File: config.mk
export PLATFORM = sky130hd
export DESIGN_NAME = motor_startup_config
export DESIGN_NICKNAME = d
export VERILOG_FILES = /design/src/logic/code_table16.v /design/src/logic/code_table8.v /design/src/logic/motor_startup_config.v
export VERILOG_INCLUDE_DIRS = /design/src /design/src/logic
export SDC_FILE = /design/constraint.sdc
export NUM_CORES = 1
export LEC_CHECK = 0
export BUFFER_PORTS_ARGS = -buffer_cell sky130_fd_sc_hd__buf_2
export CORE_UTILIZATION = 35
export DETAILED_ROUTE_END_ITERATION = 8
export GPL_TIMING_DRIVEN = 0
export SLEW_MARGIN = 20
export SYNTH_ARGS = -nofsm -noshare
export SYNTH_HDL_FRONTEND = slang
export SYNTH_SLANG_ARGS = --single-unit
File: constraint.sdc
create_clock -name sys_clk -period 2 [get_ports sys_clk]
set_clock_uncertainty 0.1 [all_clocks]
set_input_delay 0.3 -clock sys_clk [delete_from_list [all_inputs] [get_ports sys_clk]]
set_output_delay 0.3 -clock sys_clk [all_outputs]
set_load 0.02 [all_outputs]
File: src/logic/startup_defines.vh
`ifndef STARTUP_DEFINES_VH
`define STARTUP_DEFINES_VH
// ----------------------------------------------------------------------------
// Register map and field layout.
// ----------------------------------------------------------------------------
`define STARTUP_CONFIG_ONE_OFFSET 8'h84
`define STARTUP_CONFIG_ONE_RESET  32'h00000000
`define F_METHOD_HI      30
`define F_METHOD_LO      29
`define F_RAMP_HI        28
`define F_RAMP_LO        25
`define F_ALIGN_T_HI     24
`define F_ALIGN_T_LO     21
`define F_ALIGN_CAP_HI   20
`define F_ALIGN_CAP_LO   17
`define F_PROBE_RATE_HI  16
`define F_PROBE_RATE_LO  14
`define F_PROBE_THR_HI   13
`define F_PROBE_THR_LO   9
`define F_RELEASE        8
`define F_LEAD_HI        7
`define F_LEAD_LO        6
`define F_REPEAT_HI      5
`define F_REPEAT_LO      4
`define F_OL_SRC         3
`define F_RAMPDOWN       2
`define F_BRAKE          1
`define F_REV_SEL        0
// ----------------------------------------------------------------------------
// Decoded encodings.
// ----------------------------------------------------------------------------
`define METHOD_ALIGN     2'h0
`define METHOD_DOUBLE    2'h1
`define METHOD_PROBE     2'h2
`define METHOD_SLOW      2'h3
`define RAMP_NO_LIMIT    4'hF
`define THR_LAST_VALID   5'h11
`define LEAD_STEP_DEG    7'h1E
// ----------------------------------------------------------------------------
// Decoded outputs in reset: the decode of an all-zero register.
// ----------------------------------------------------------------------------
`define RST_RAMP_RATE    16'h0001
`define RST_ALIGN_TIME   16'h000A
`define RST_ALIGN_CAP    10'h001
`define RST_PROBE_RATE   14'h0032
`define RST_PROBE_THR    14'h00FA
`define RST_RUNS         3'h1
`define RST_REV_CAP      13'h05DC
`endif

File: src/logic/code_table16.v
`timescale 1ns/10ps
// ----------------------------------------------------------------------------
// Constant lookup: a four-bit code selects one of sixteen packed entries.
// ----------------------------------------------------------------------------
module code_table16 #(
	parameter W     = 16,
	parameter TABLE = {16*16{1'b0}}
) (
	// Code in.
	input  wire [3:0]   code,
	// Entry out.
	output wire [W-1:0] value
);
	assign value = TABLE[code*W +: W];
endmodule // code_table16

File: src/logic/code_table8.v
`timescale 1ns/10ps
// ----------------------------------------------------------------------------
// Constant lookup: a three-bit code selects one of eight packed entries.
// ----------------------------------------------------------------------------
module code_table8 #(
	parameter W     = 16,
	parameter TABLE = {8*16{1'b0}}
) (
	// Code in.
	input  wire [2:0]   code,
	// Entry out.
	output wire [W-1:0] value
);
	assign value = TABLE[code*W +: W];
endmodule // code_table8

File: src/logic/motor_startup_config.v
`timescale 1ns/10ps
`include "startup_defines.vh"

// Overview of operation
// RQ1: 32-bit RW register at 84h, resets zero.
// RQ2: Bits 30-29 pick the startup method.
// RQ3: Bits 28-25 set ramp rate; Fh unlimited.
// RQ4: Bits 24-21 map align time 10ms-10s.
// RQ5: Bits 20-17 map align cap 0.125-8A.
// RQ6: Bits 16-14 pick probe pulse rate.
// RQ7: Bits 13-9 threshold; codes above 11h invalid.
// RQ8: Bit 8 selects brake or tristate release.
// RQ9: Bits 7-6 add 0-90 degree lead.
// RQ10: Bits 5-4 give one to four probe runs.
// RQ11: Bit 3 picks open-loop cap source.
// RQ12: Bit 2 enables torque current ramp-down.
// RQ13: Bit 1 enables active braking.
// RQ14: Bit 0 selects reverse-drive parameter source.
// RQ15: Reverse open-loop cap code gives 1.5-5.0A.
module motor_startup_config (
	// Clock and reset.
	input  wire        sys_clk,
	input  wire        resetn,
	// Register port, same clock domain.
	input  wire [7:0]  reg_addr,
	input  wire        reg_wr,
	input  wire        reg_rd,
	input  wire [31:0] reg_wdata,
	output reg  [31:0] reg_rdata,
	output reg         reg_hit,
	// Inputs from neighbouring registers.
	input  wire [3:0]  open_loop_current_cap,
	input  wire [3:0]  general_current_cap,
	input  wire [1:0]  reverse_open_loop_current_cap,
	// Decoded startup method, one-hot.
	output reg         method_align,
	output reg         method_double_align,
	output reg         method_initial_position_probe,
	output reg         method_slow_first_cycle,
	// Align and ramp settings.
	output reg  [15:0] ramp_rate_dacps,
	output reg         ramp_unlimited,
	output reg  [15:0] align_time_ms,
	output reg  [9:0]  align_current_cap_ma8,
	// Position probe settings.
	output reg  [13:0] position_probe_pulse_rate_hz,
	output reg  [13:0] position_probe_current_threshold_ma,
	output reg         position_probe_threshold_valid,
	output reg         position_probe_release_tristate,
	output reg  [6:0]  position_probe_lead_angle_deg,
	output reg  [2:0]  position_probe_runs,
	// Open loop and drive options.
	output reg  [3:0]  open_loop_cap_code,
	output reg         torque_current_rampdown_on,
	output reg         active_brake_on,
	output reg         reverse_param_select,
	output reg  [12:0] reverse_open_loop_cap_ma
);
	// ------------------------------------------------------------------------
	// Register storage.
	// ------------------------------------------------------------------------
	reg  [31:0] startup_config_one_reg;
	wire        sel = (reg_addr == `STARTUP_CONFIG_ONE_OFFSET);

	// Every bit, bit 31 included, is plain read/write storage.
	always @(posedge sys_clk or negedge resetn) begin
		if (!resetn) begin
			startup_config_one_reg <= `STARTUP_CONFIG_ONE_RESET; // RQ1
		end else if (reg_wr && sel) begin
			startup_config_one_reg <= reg_wdata; // RQ1
		end
	end

	// Hit answers one cycle after the strobe and stands for as many cycles as the strobe did.
	always @(posedge sys_clk or negedge resetn) begin
		if (!resetn) begin
			reg_hit <= 1'b0;
		end else begin
			reg_hit <= (reg_wr | reg_rd) & sel;
		end
	end

	// A write in the same cycle as a read returns the old contents.
	always @(posedge sys_clk or negedge resetn) begin
		if (!resetn) begin
			reg_rdata <= 32'h00000000;
		end else begin
			reg_rdata <= (reg_rd && sel) ? startup_config_one_reg : 32'h00000000; // RQ1
		end
	end

	// ------------------------------------------------------------------------
	// Field extraction.
	// ------------------------------------------------------------------------
	wire [1:0] f_method = startup_config_one_reg[`F_METHOD_HI:`F_METHOD_LO];
	wire [3:0] f_ramp   = startup_config_one_reg[`F_RAMP_HI:`F_RAMP_LO];
	wire [3:0] f_time   = startup_config_one_reg[`F_ALIGN_T_HI:`F_ALIGN_T_LO];
	wire [3:0] f_cap    = startup_config_one_reg[`F_ALIGN_CAP_HI:`F_ALIGN_CAP_LO];
	wire [2:0] f_rate   = startup_config_one_reg[`F_PROBE_RATE_HI:`F_PROBE_RATE_LO];
	wire [4:0] f_thr    = startup_config_one_reg[`F_PROBE_THR_HI:`F_PROBE_THR_LO];
	wire [1:0] f_lead   = startup_config_one_reg[`F_LEAD_HI:`F_LEAD_LO];
	wire [1:0] f_rep    = startup_config_one_reg[`F_REPEAT_HI:`F_REPEAT_LO];

	// ------------------------------------------------------------------------
	// Code tables.
	// ------------------------------------------------------------------------
	// Ramp rate in tenths of A/s; entry F is a don't-care, the flag carries it.
	wire [15:0] ramp_val;
	code_table16 #(
		.W     (16),
		.TABLE ({
			16'h0000,
			16'hC350,
			16'h4E20,
			16'h2710,
			16'h1388,
			16'h09C4,
			16'h07D0,
			16'h05DC,
			16'h03E8,
			16'h01F4,
			16'h00FA,
			16'h0096,
			16'h0064,
			16'h0032,
			16'h000A,
			16'h0001
		})
	) u_ramp (
		.code  (f_ramp),
		.value (ramp_val)
	); // RQ3

	wire [15:0] time_val;
	code_table16 #(
		.W     (16),
		.TABLE ({
			16'h2710,
			16'h1D4C,
			16'h1388,
			16'h0FA0,
			16'h0BB8,
			16'h07D0,
			16'h05DC,
			16'h03E8,
			16'h02EE,
			16'h01F4,
			16'h0190,
			16'h012C,
			16'h00C8,
			16'h0064,
			16'h0032,
			16'h000A
		})
	) u_time (
		.code  (f_time),
		.value (time_val)
	); // RQ4

	// Current cap in eighths of an ampere keeps every step an integer.
	wire [9:0] cap_val;
	code_table16 #(
		.W     (10),
		.TABLE ({
			10'h040,
			10'h038,
			10'h030,
			10'h02C,
			10'h028,
			10'h024,
			10'h020,
			10'h01C,
			10'h018,
			10'h014,
			10'h010,
			10'h00C,
			10'h008,
			10'h004,
			10'h002,
			10'h001
		})
	) u_cap (
		.code  (f_cap),
		.value (cap_val)
	); // RQ5

	wire [13:0] rate_val;
	code_table8 #(
		.W     (14),
		.TABLE ({
			14'h2710,
			14'h1388,
			14'h07D0,
			14'h03E8,
			14'h01F4,
			14'h00FA,
			14'h0064,
			14'h0032
		})
	) u_rate (
		.code  (f_rate),
		.value (rate_val)
	); // RQ6

	// Threshold in mA; thirds of an ampere are rounded to the nearest mA.
	reg [13:0] thr_val;
	always @* begin
		case (f_thr)
			5'h00:   thr_val = 14'h00FA;
			5'h01:   thr_val = 14'h01F4;
			5'h02:   thr_val = 14'h02EE;
			5'h03:   thr_val = 14'h03E8;
			5'h04:   thr_val = 14'h04E2;
			5'h05:   thr_val = 14'h05DC;
			5'h06:   thr_val = 14'h07D0;
			5'h07:   thr_val = 14'h09C4;
			5'h08:   thr_val = 14'h0BB8;
			5'h09:   thr_val = 14'h0E53;
			5'h0A:   thr_val = 14'h0FA0;
			5'h0B:   thr_val = 14'h123B;
			5'h0C:   thr_val = 14'h1388;
			5'h0D:   thr_val = 14'h14D5;
			5'h0E:   thr_val = 14'h1770;
			5'h0F:   thr_val = 14'h1A0B;
			5'h10:   thr_val = 14'h1CA5;
			5'h11:   thr_val = 14'h1F40;
			default: thr_val = 14'h0000;
		endcase
	end // RQ7

	reg [12:0] rev_val;
	always @* begin
		case (reverse_open_loop_current_cap)
			2'h0:    rev_val = 13'h05DC;
			2'h1:    rev_val = 13'h09C4;
			2'h2:    rev_val = 13'h0DAC;
			default: rev_val = 13'h1388;
		endcase
	end // RQ15

	// ------------------------------------------------------------------------
	// Registered outputs.
	// ------------------------------------------------------------------------
	// Outputs lag the register by one cycle so every port leaves a flip-flop.
	always @(posedge sys_clk or negedge resetn) begin
		if (!resetn) begin
			method_align                  <= 1'b1;
			method_double_align           <= 1'b0;
			method_initial_position_probe <= 1'b0;
			method_slow_first_cycle       <= 1'b0;
			ramp_rate_dacps               <= `RST_RAMP_RATE;
			ramp_unlimited                <= 1'b0;
			align_time_ms                 <= `RST_ALIGN_TIME;
			align_current_cap_ma8         <= `RST_ALIGN_CAP;
		end else begin
			method_align                  <= (f_method == `METHOD_ALIGN); // RQ2
			method_double_align           <= (f_method == `METHOD_DOUBLE); // RQ2
			method_initial_position_probe <= (f_method == `METHOD_PROBE); // RQ2
			method_slow_first_cycle       <= (f_method == `METHOD_SLOW); // RQ2
			ramp_rate_dacps               <= ramp_val; // RQ3
			ramp_unlimited                <= (f_ramp == `RAMP_NO_LIMIT); // RQ3
			align_time_ms                 <= time_val; // RQ4
			align_current_cap_ma8         <= cap_val; // RQ5
		end
	end

	// Position probe settings.
	always @(posedge sys_clk or negedge resetn) begin
		if (!resetn) begin
			position_probe_pulse_rate_hz        <= `RST_PROBE_RATE;
			position_probe_current_threshold_ma <= `RST_PROBE_THR;
			position_probe_threshold_valid      <= 1'b1;
			position_probe_release_tristate     <= 1'b0;
			position_probe_lead_angle_deg       <= 7'h00;
			position_probe_runs                 <= `RST_RUNS;
		end else begin
			position_probe_pulse_rate_hz        <= rate_val; // RQ6
			position_probe_current_threshold_ma <= thr_val; // RQ7
			position_probe_threshold_valid      <= (f_thr <= `THR_LAST_VALID); // RQ7
			position_probe_release_tristate     <= startup_config_one_reg[`F_RELEASE]; // RQ8
			position_probe_lead_angle_deg       <= {5'h00, f_lead} * `LEAD_STEP_DEG; // RQ9
			position_probe_runs                 <= {1'b0, f_rep} + 3'h1; // RQ10
		end
	end

	// Open loop and drive options.
	always @(posedge sys_clk or negedge resetn) begin
		if (!resetn) begin
			open_loop_cap_code         <= 4'h0;
			torque_current_rampdown_on <= 1'b0;
			active_brake_on            <= 1'b0;
			reverse_param_select       <= 1'b0;
			reverse_open_loop_cap_ma   <= `RST_REV_CAP;
		end else begin
			// Set selects the general cap, clear the dedicated open-loop cap.
			open_loop_cap_code <= startup_config_one_reg[`F_OL_SRC] ?
				general_current_cap : open_loop_current_cap; // RQ11
			torque_current_rampdown_on <= startup_config_one_reg[`F_RAMPDOWN]; // RQ12
			active_brake_on            <= startup_config_one_reg[`F_BRAKE]; // RQ13
			reverse_param_select       <= startup_config_one_reg[`F_REV_SEL]; // RQ14
			reverse_open_loop_cap_ma   <= rev_val; // RQ15
		end
	end
endmodule // motor_startup_config

==> impl_metrics.env, run 1 <==
export IMPL_worst_setup_path_type="flip-flop to flip-flop"
export IMPL_critPathTopFamily="flip-flops"
export IMPL_startpoint_type="flip-flop"
export IMPL_synth_area_um2=6399
export IMPL_synthMuxAreaShare_pct=9.542
export IMPL_fin_area_um2=8632
export IMPL_detail_route_antenna_nets=0
export IMPL_fin_crit_sh_pct=91.15
export IMPL_placed_area_um2=7664
export IMPL_overflow=0
export IMPL_area_growth_pct=34.90
export IMPL_ys_seq_elements=156
export IMPL_layout_nets=820
export IMPL_avgSynthCellArea_um2=12.98
export IMPL_r2r_start="startup_config_one_reg[22]"
export IMPL_io_pins=194
export IMPL_yosysUniqueCellTypes=43
export IMPL_cts_sinks=156
export IMPL_cts_htree_levels=4
export IMPL_max_freq_ghz=0.5485
export IMPL_p_per_area_nw_per_um2=917.2
export IMPL_wl_met2_um=6864
export IMPL_fp_row_count=49
export IMPL_final_cells=974
export IMPL_antenna_cells=0
export IMPL_netlist_area_leader_share_pct=52.80
export IMPL_async_flop_share_pct=100.0
export IMPL_slowest_delay_ns=0.54
export IMPL_critPathRequiredTime_ns=2.18
export IMPL_root_buffer="clkbuf_16"
export IMPL_power_total_mw=7.917
export IMPL_crit_path_end_kind="flip-flop"
export IMPL_rsz0062_at_grt="no"
export IMPL_synthCells=493
export IMPL_cp_num_cells=3
export IMPL_reg2reg_depth=3
export IMPL_insertion_delay_ns=0.42
export IMPL_critPathLaunch="startup_config_one_reg[22]"
export IMPL_dp_hpwl_um=10460
export IMPL_clk_pin_slew_ns=0.06
export IMPL_vdd_drop_max_v=0.0006456
export IMPL_die_area_um2=18830
export IMPL_nFillCells=1644
export IMPL_place_ws_ns=-0.1774
export IMPL_cts_tree="done"
export IMPL_finalHoldViolCount=0
export IMPL_layout_drive_gt1_share_pct=39.60
export IMPL_finalSetupTns_ns=0
export IMPL_start_util_pct=35.62
export IMPL_finalWeightedCongestion=0.8413
export IMPL_first_iter_violations=220
export IMPL_synth_top_family_by_area="simple AND/OR/NAND/NOR gates"
export IMPL_hold_path_depth=2
export IMPL_status="completed"
export IMPL_mostFrequentLayoutCell="buf_2"
export IMPL_routed_via_density=4.538
export IMPL_cts_buffer_depth=2
export IMPL_die_h_um=137.2
export IMPL_drv_cap=0
export IMPL_post_synth_fa_ha_maj_area_fraction_pct=6.648
export IMPL_highest_layer="met5"
export IMPL_ys_seq_area_share_pct=61.42
export IMPL_yosysTopAreaCell="dfrtp_1"
export IMPL_yosys_area_share_simple_pct=9.562
export IMPL_fin_ws_ns=0.1770
export IMPL_drt_wl_total_um=14380
export IMPL_grt_pass1_vias=4295
export IMPL_synthTopCellsByArea="dfrtp_1, dfstp_2, mux2_4"
export IMPL_cp_arrival_ns=2.01
export IMPL_post_cts_buffers=0
export IMPL_ys_warn_count=0
export IMPL_finalCriticalPeriod_ns=1.823
export IMPL_total_leakage_power_nw=4.755
export IMPL_synth_ff_type="dfrtp_1"
export IMPL_antenna_found_initial=1
export IMPL_max_slew_margin_pct=62.20
export IMPL_dieWidth_um=137.2
export IMPL_wire_per_inst_um=14.76
export IMPL_firstDrtPassIters=4
export IMPL_hp_class="primary input to flip-flop"
export IMPL_gr_usage_all_layers_pct=15.92
export IMPL_synth_edf_count=0
export IMPL_portBuffers=179
export IMPL_timing_critical_path_buf_inv=1
export IMPL_dr_total_vias=4420
export IMPL_finalSetupViolCount=0
export IMPL_cts_inserted_buffers=17
export IMPL_wl_met3_um=1038
export IMPL_dp_cells=914
export IMPL_path_max_fanout=10
export IMPL_slew_violations=0
export IMPL_cpMaxStageDelayCell="dfrtp_1"
export IMPL_grt_pass1_wl_um=22290
export IMPL_synth_xor_area_share_pct=0.2738
export IMPL_final_cell_mix="buf_2, dfrtp_1, and3_1"
export IMPL_grt_max_degree=85
export IMPL_synth_compound_area_share_pct=6.512
export IMPL_tightest_slew_ns=0.5671
export IMPL_hp_start="reg_wdata[7]"
export IMPL_met1_length_um=6276
export IMPL_core_um2=17960
export IMPL_path_cells="inv_1 -> ha_1 -> mux4_2"
export IMPL_drc=0
## metrics by stage
stage	utilization (%)	hold WS (ns)
4_1_cts	48.00	0.0006705
5_1_grt	48.05	0.0009807
2_1_floorplan	-	-0.09559
3_3_place_gp	42.45	0.2787
6_report	48.05	0.01860
3_5_place_dp	42.66	0.1928
## layout make-up
type	instances	area, um2	share of cell area (%)
Multi-Input combinational cell	279	2135	24.73
Timing Repair Buffer	208	1214	14.06
Sequential cell	156	3930	45.53
Clock inverter	13	235.2	2.725
Inverter	26	97.59	1.131
Tap cell	229	286.5	3.319
Buffer	44	281.5	3.261
Clock buffer	19	452.9	5.247
## routing by layer
metal	GRT usage, %	vias up
met2	25.45	146
met4	5.922	2
met5	0	-
met3	5.740	15
li1	-	2109
met1	19.68	2148
## worst register-to-register path, stage by stage (launching register included)
cell	delay, ns
dfrtp_1	0.54
inv_1	0.16
ha_1	0.39
mux4_2	0.50
## kinds of logic (layout without fill, tap and decap cells)
kind of cell,after synthesis,in the layout
fa+ha+maj,34,34
other cells,2,14
mux,44,44
buf+inv,70,310
xor+xnor,2,2
compound gates,71,71
simple gates,114,114
flops,156,156
## synth_stat cells, drive strengths merged, types with 5 or more instances
master / instances
dfrtp: 135
and3: 40
mux2: 36
ha: 34
o21ai: 27
inv: 26
nor2: 25
clkbuf: 24
nand2: 22
dfstp: 21
buf: 20
a21oi: 19
mux2i: 7
a211oi: 6
nor2b: 6
nor3: 5
## timing repair
item                      in CTS  in global routing
resized for setup              0                  0
hold endpoints to repair      88                  1
hold buffers                  27                  1
## power by group
group / internal [mW] / total [mW] / switching, mW
Combinational: 0.321 / 0.815 / 0.494
Clock: 2.42 / 3.70 / 1.28
Sequential: 3.33 / 3.40 / 0.0750
Total: 6.07 / 7.92 / 1.85
## final timing paths
kind / end / slack [ns]
max in group asynchronous: align_time_ms[1] / 0.66
setup reg to reg: align_time_ms[4] / 0.18
hold reg to reg: reverse_param_select / 0.30
hold / removal: startup_config_one_reg[7] / 0.02
min in group asynchronous: position_probe_lead_angle_deg[4] / 0.33
setup / recovery: align_time_ms[4] / 0.18
Note: power is estimated with default switching activity, not from simulation.
==> run 2: changes to the inputs <==
CORE_UTILIZATION = 45   (was 35)
PLACE_DENSITY = 0.74   (was default)
clock period = 1.5 ns   (was 2 ns; I/O delays follow)
==> impl_metrics.env, run 2 (same netlist as run 1, synthesis figures left out) <==
export IMPL_total_leakage_power_nw=4.858
export IMPL_grt_max_degree=104
export IMPL_max_freq_ghz=0.6728
export IMPL_firstDrtPassIters=5
export IMPL_clk_pin_slew_ns=0.06
export IMPL_cts_htree_levels=4
export IMPL_antenna_found_initial=0
export IMPL_finalCriticalPeriod_ns=1.486
export IMPL_routed_via_density=4.904
export IMPL_portBuffers=179
export IMPL_dr_total_vias=4654
export IMPL_grt_pass1_wl_um=23240
export IMPL_antenna_cells=0
export IMPL_fp_row_count=43
export IMPL_area_growth_pct=38.11
export IMPL_insertion_delay_ns=0.41
export IMPL_rsz0062_at_grt="yes"
export IMPL_root_buffer="clkbuf_16"
export IMPL_detail_route_antenna_nets=0
export IMPL_vdd_drop_max_v=0.0006760
export IMPL_finalHoldViolCount=0
export IMPL_mostFrequentLayoutCell="buf_2"
export IMPL_layout_nets=844
export IMPL_max_slew_margin_pct=62.43
export IMPL_die_h_um=121.2
export IMPL_r2r_end="position_probe_current_threshold_ma[9]"
export IMPL_startpoint_type="flip-flop"
export IMPL_cts_sinks=156
export IMPL_dieWidth_um=121.2
export IMPL_slew_violations=0
export IMPL_hold_path_depth=2
export IMPL_tightest_slew_ns=0.5636
export IMPL_gr_usage_all_layers_pct=20.90
export IMPL_start_util_pct=46.10
export IMPL_overflow=0
export IMPL_reg2reg_depth=5
export IMPL_nFillCells=1040
export IMPL_wire_per_inst_um=15.63
export IMPL_hp_start="reg_wr"
export IMPL_final_cell_mix="buf_2, dfrtp_1, dlygate4sd3_1"
export IMPL_first_iter_violations=487
export IMPL_core_um2=13880
export IMPL_io_pins=194
export IMPL_fin_util_pct=63.67
export IMPL_r2r_start="startup_config_one_reg[9]"
export IMPL_finalSetupViolCount=0
export IMPL_p_per_area_nw_per_um2=1172
export IMPL_worst_setup_path_type="flip-flop to flip-flop"
export IMPL_cts_buffer_depth=2
export IMPL_drv_cap=0
export IMPL_status="completed"
export IMPL_cp_arrival_ns=1.66
export IMPL_grt_pass1_vias=4693
export IMPL_cts_tree="done"
export IMPL_power_total_mw=10.35
export IMPL_finalWeightedCongestion=1.059
export IMPL_fin_crit_sh_pct=99.08
export IMPL_drt_wl_total_um=14840
export IMPL_min_to="reg_hit"
export IMPL_crit_path_end_kind="flip-flop"
export IMPL_hp_class="primary input to flip-flop"
export IMPL_critPathRequiredTime_ns=1.67
export IMPL_dp_hpwl_um=9579
export IMPL_cts_inserted_buffers=17
export IMPL_die_area_um2=14700
export IMPL_layout_drive_gt1_share_pct=42.91
export IMPL_path_max_fanout=7
export IMPL_ff2ff_setup_slack_ns=0.01
export IMPL_drc=0
-- run 2: changes by cell type in the layout (fill, tap and decap cells not counted), sizes merged --
cell,before,now
inv,29,27
buf,200,212
dlygate4sd3,28,42
bufinv,6,5
clkinvlp,1,3
clkinv,3,2
-- run 2: routing by layer --
| metal | global-route usage, % | vias up | routed length (um) |
|---|---|---|---|
| met4 | 7.793 | 0 | 305 |
| li1 | - | 2155 | - |
| met5 | 0 | - | 0 |
| met1 | 24.45 | 2260 | 5948 |
| met2 | 36.96 | 210 | 7782 |
| met3 | 5.075 | 29 | 800 |
-- run 2: final cells by class --
type | instances | area, um2 | area share, %
Sequential cell | 156 | 3939 | 44.57
Multi-Input combinational cell | 279 | 2200 | 24.89
Timing Repair Buffer | 234 | 1448 | 16.38
Clock buffer | 21 | 450.4 | 5.097
Buffer | 42 | 279.0 | 3.157
Tap cell | 180 | 225.2 | 2.548
Clock inverter | 11 | 191.4 | 2.166
Inverter | 26 | 105.1 | 1.189
-- run 2: timing repair --
item	4_1_cts	5_1_grt
setup buffers	9	3
pin swaps	0	4
hold buffers	42	0
endpoints found under the setup margin	16	19
gates resized for setup	12	20
endpoints found under the hold margin	90	0
-- run 2: how the worst max path moves through the flow --
stage,start,to,depth (start not counted)
after CTS,startup_config_one_reg[9],position_probe_current_threshold_ma[11],5
after global placement,resetn,startup_config_one_reg[22],1
after global routing,startup_config_one_reg[10],position_probe_current_threshold_ma[10],5
after floorplan,reg_addr[5],startup_config_one_reg[22],6
final,startup_config_one_reg[9],position_probe_current_threshold_ma[9],5
after detailed placement,reg_addr[5],reg_rdata[22],6
-- run 2: stage by stage --
step	setup TNS [ns]	hold slack (ns)	std cells	area [um2]	setup WS (ns)
finish	0	0.01493	949	8837	0.01373
detailed placement	-17.86	0.04887	865	7624	-0.3214
CTS	0	0.0005564	947	8773	0.001030
global route	-0.04784	0.02847	949	8837	-0.02235
floorplan	-0.6372	-0.1706	505	6465	-0.02243
global placement	-297.78	0.2796	864	7586	-2.194
-- run 2: power breakdown --
group / leakage (nW) / switching (mW) / internal, mW
logic: 2.49 / 0.693 / 0.489
clock network: 0.304 / 1.63 / 3.00
registers: 2.06 / 0.103 / 4.44
total: 4.86 / 2.43 / 7.93
-- run 2: worst max-delay path: stages, from the launching register on --
cell      delay (ns)
dfrtp_2         0.40
buf_6           0.14
ha_2            0.27
nand2_1         0.07
a221oi_1        0.26
o21ai_1         0.11
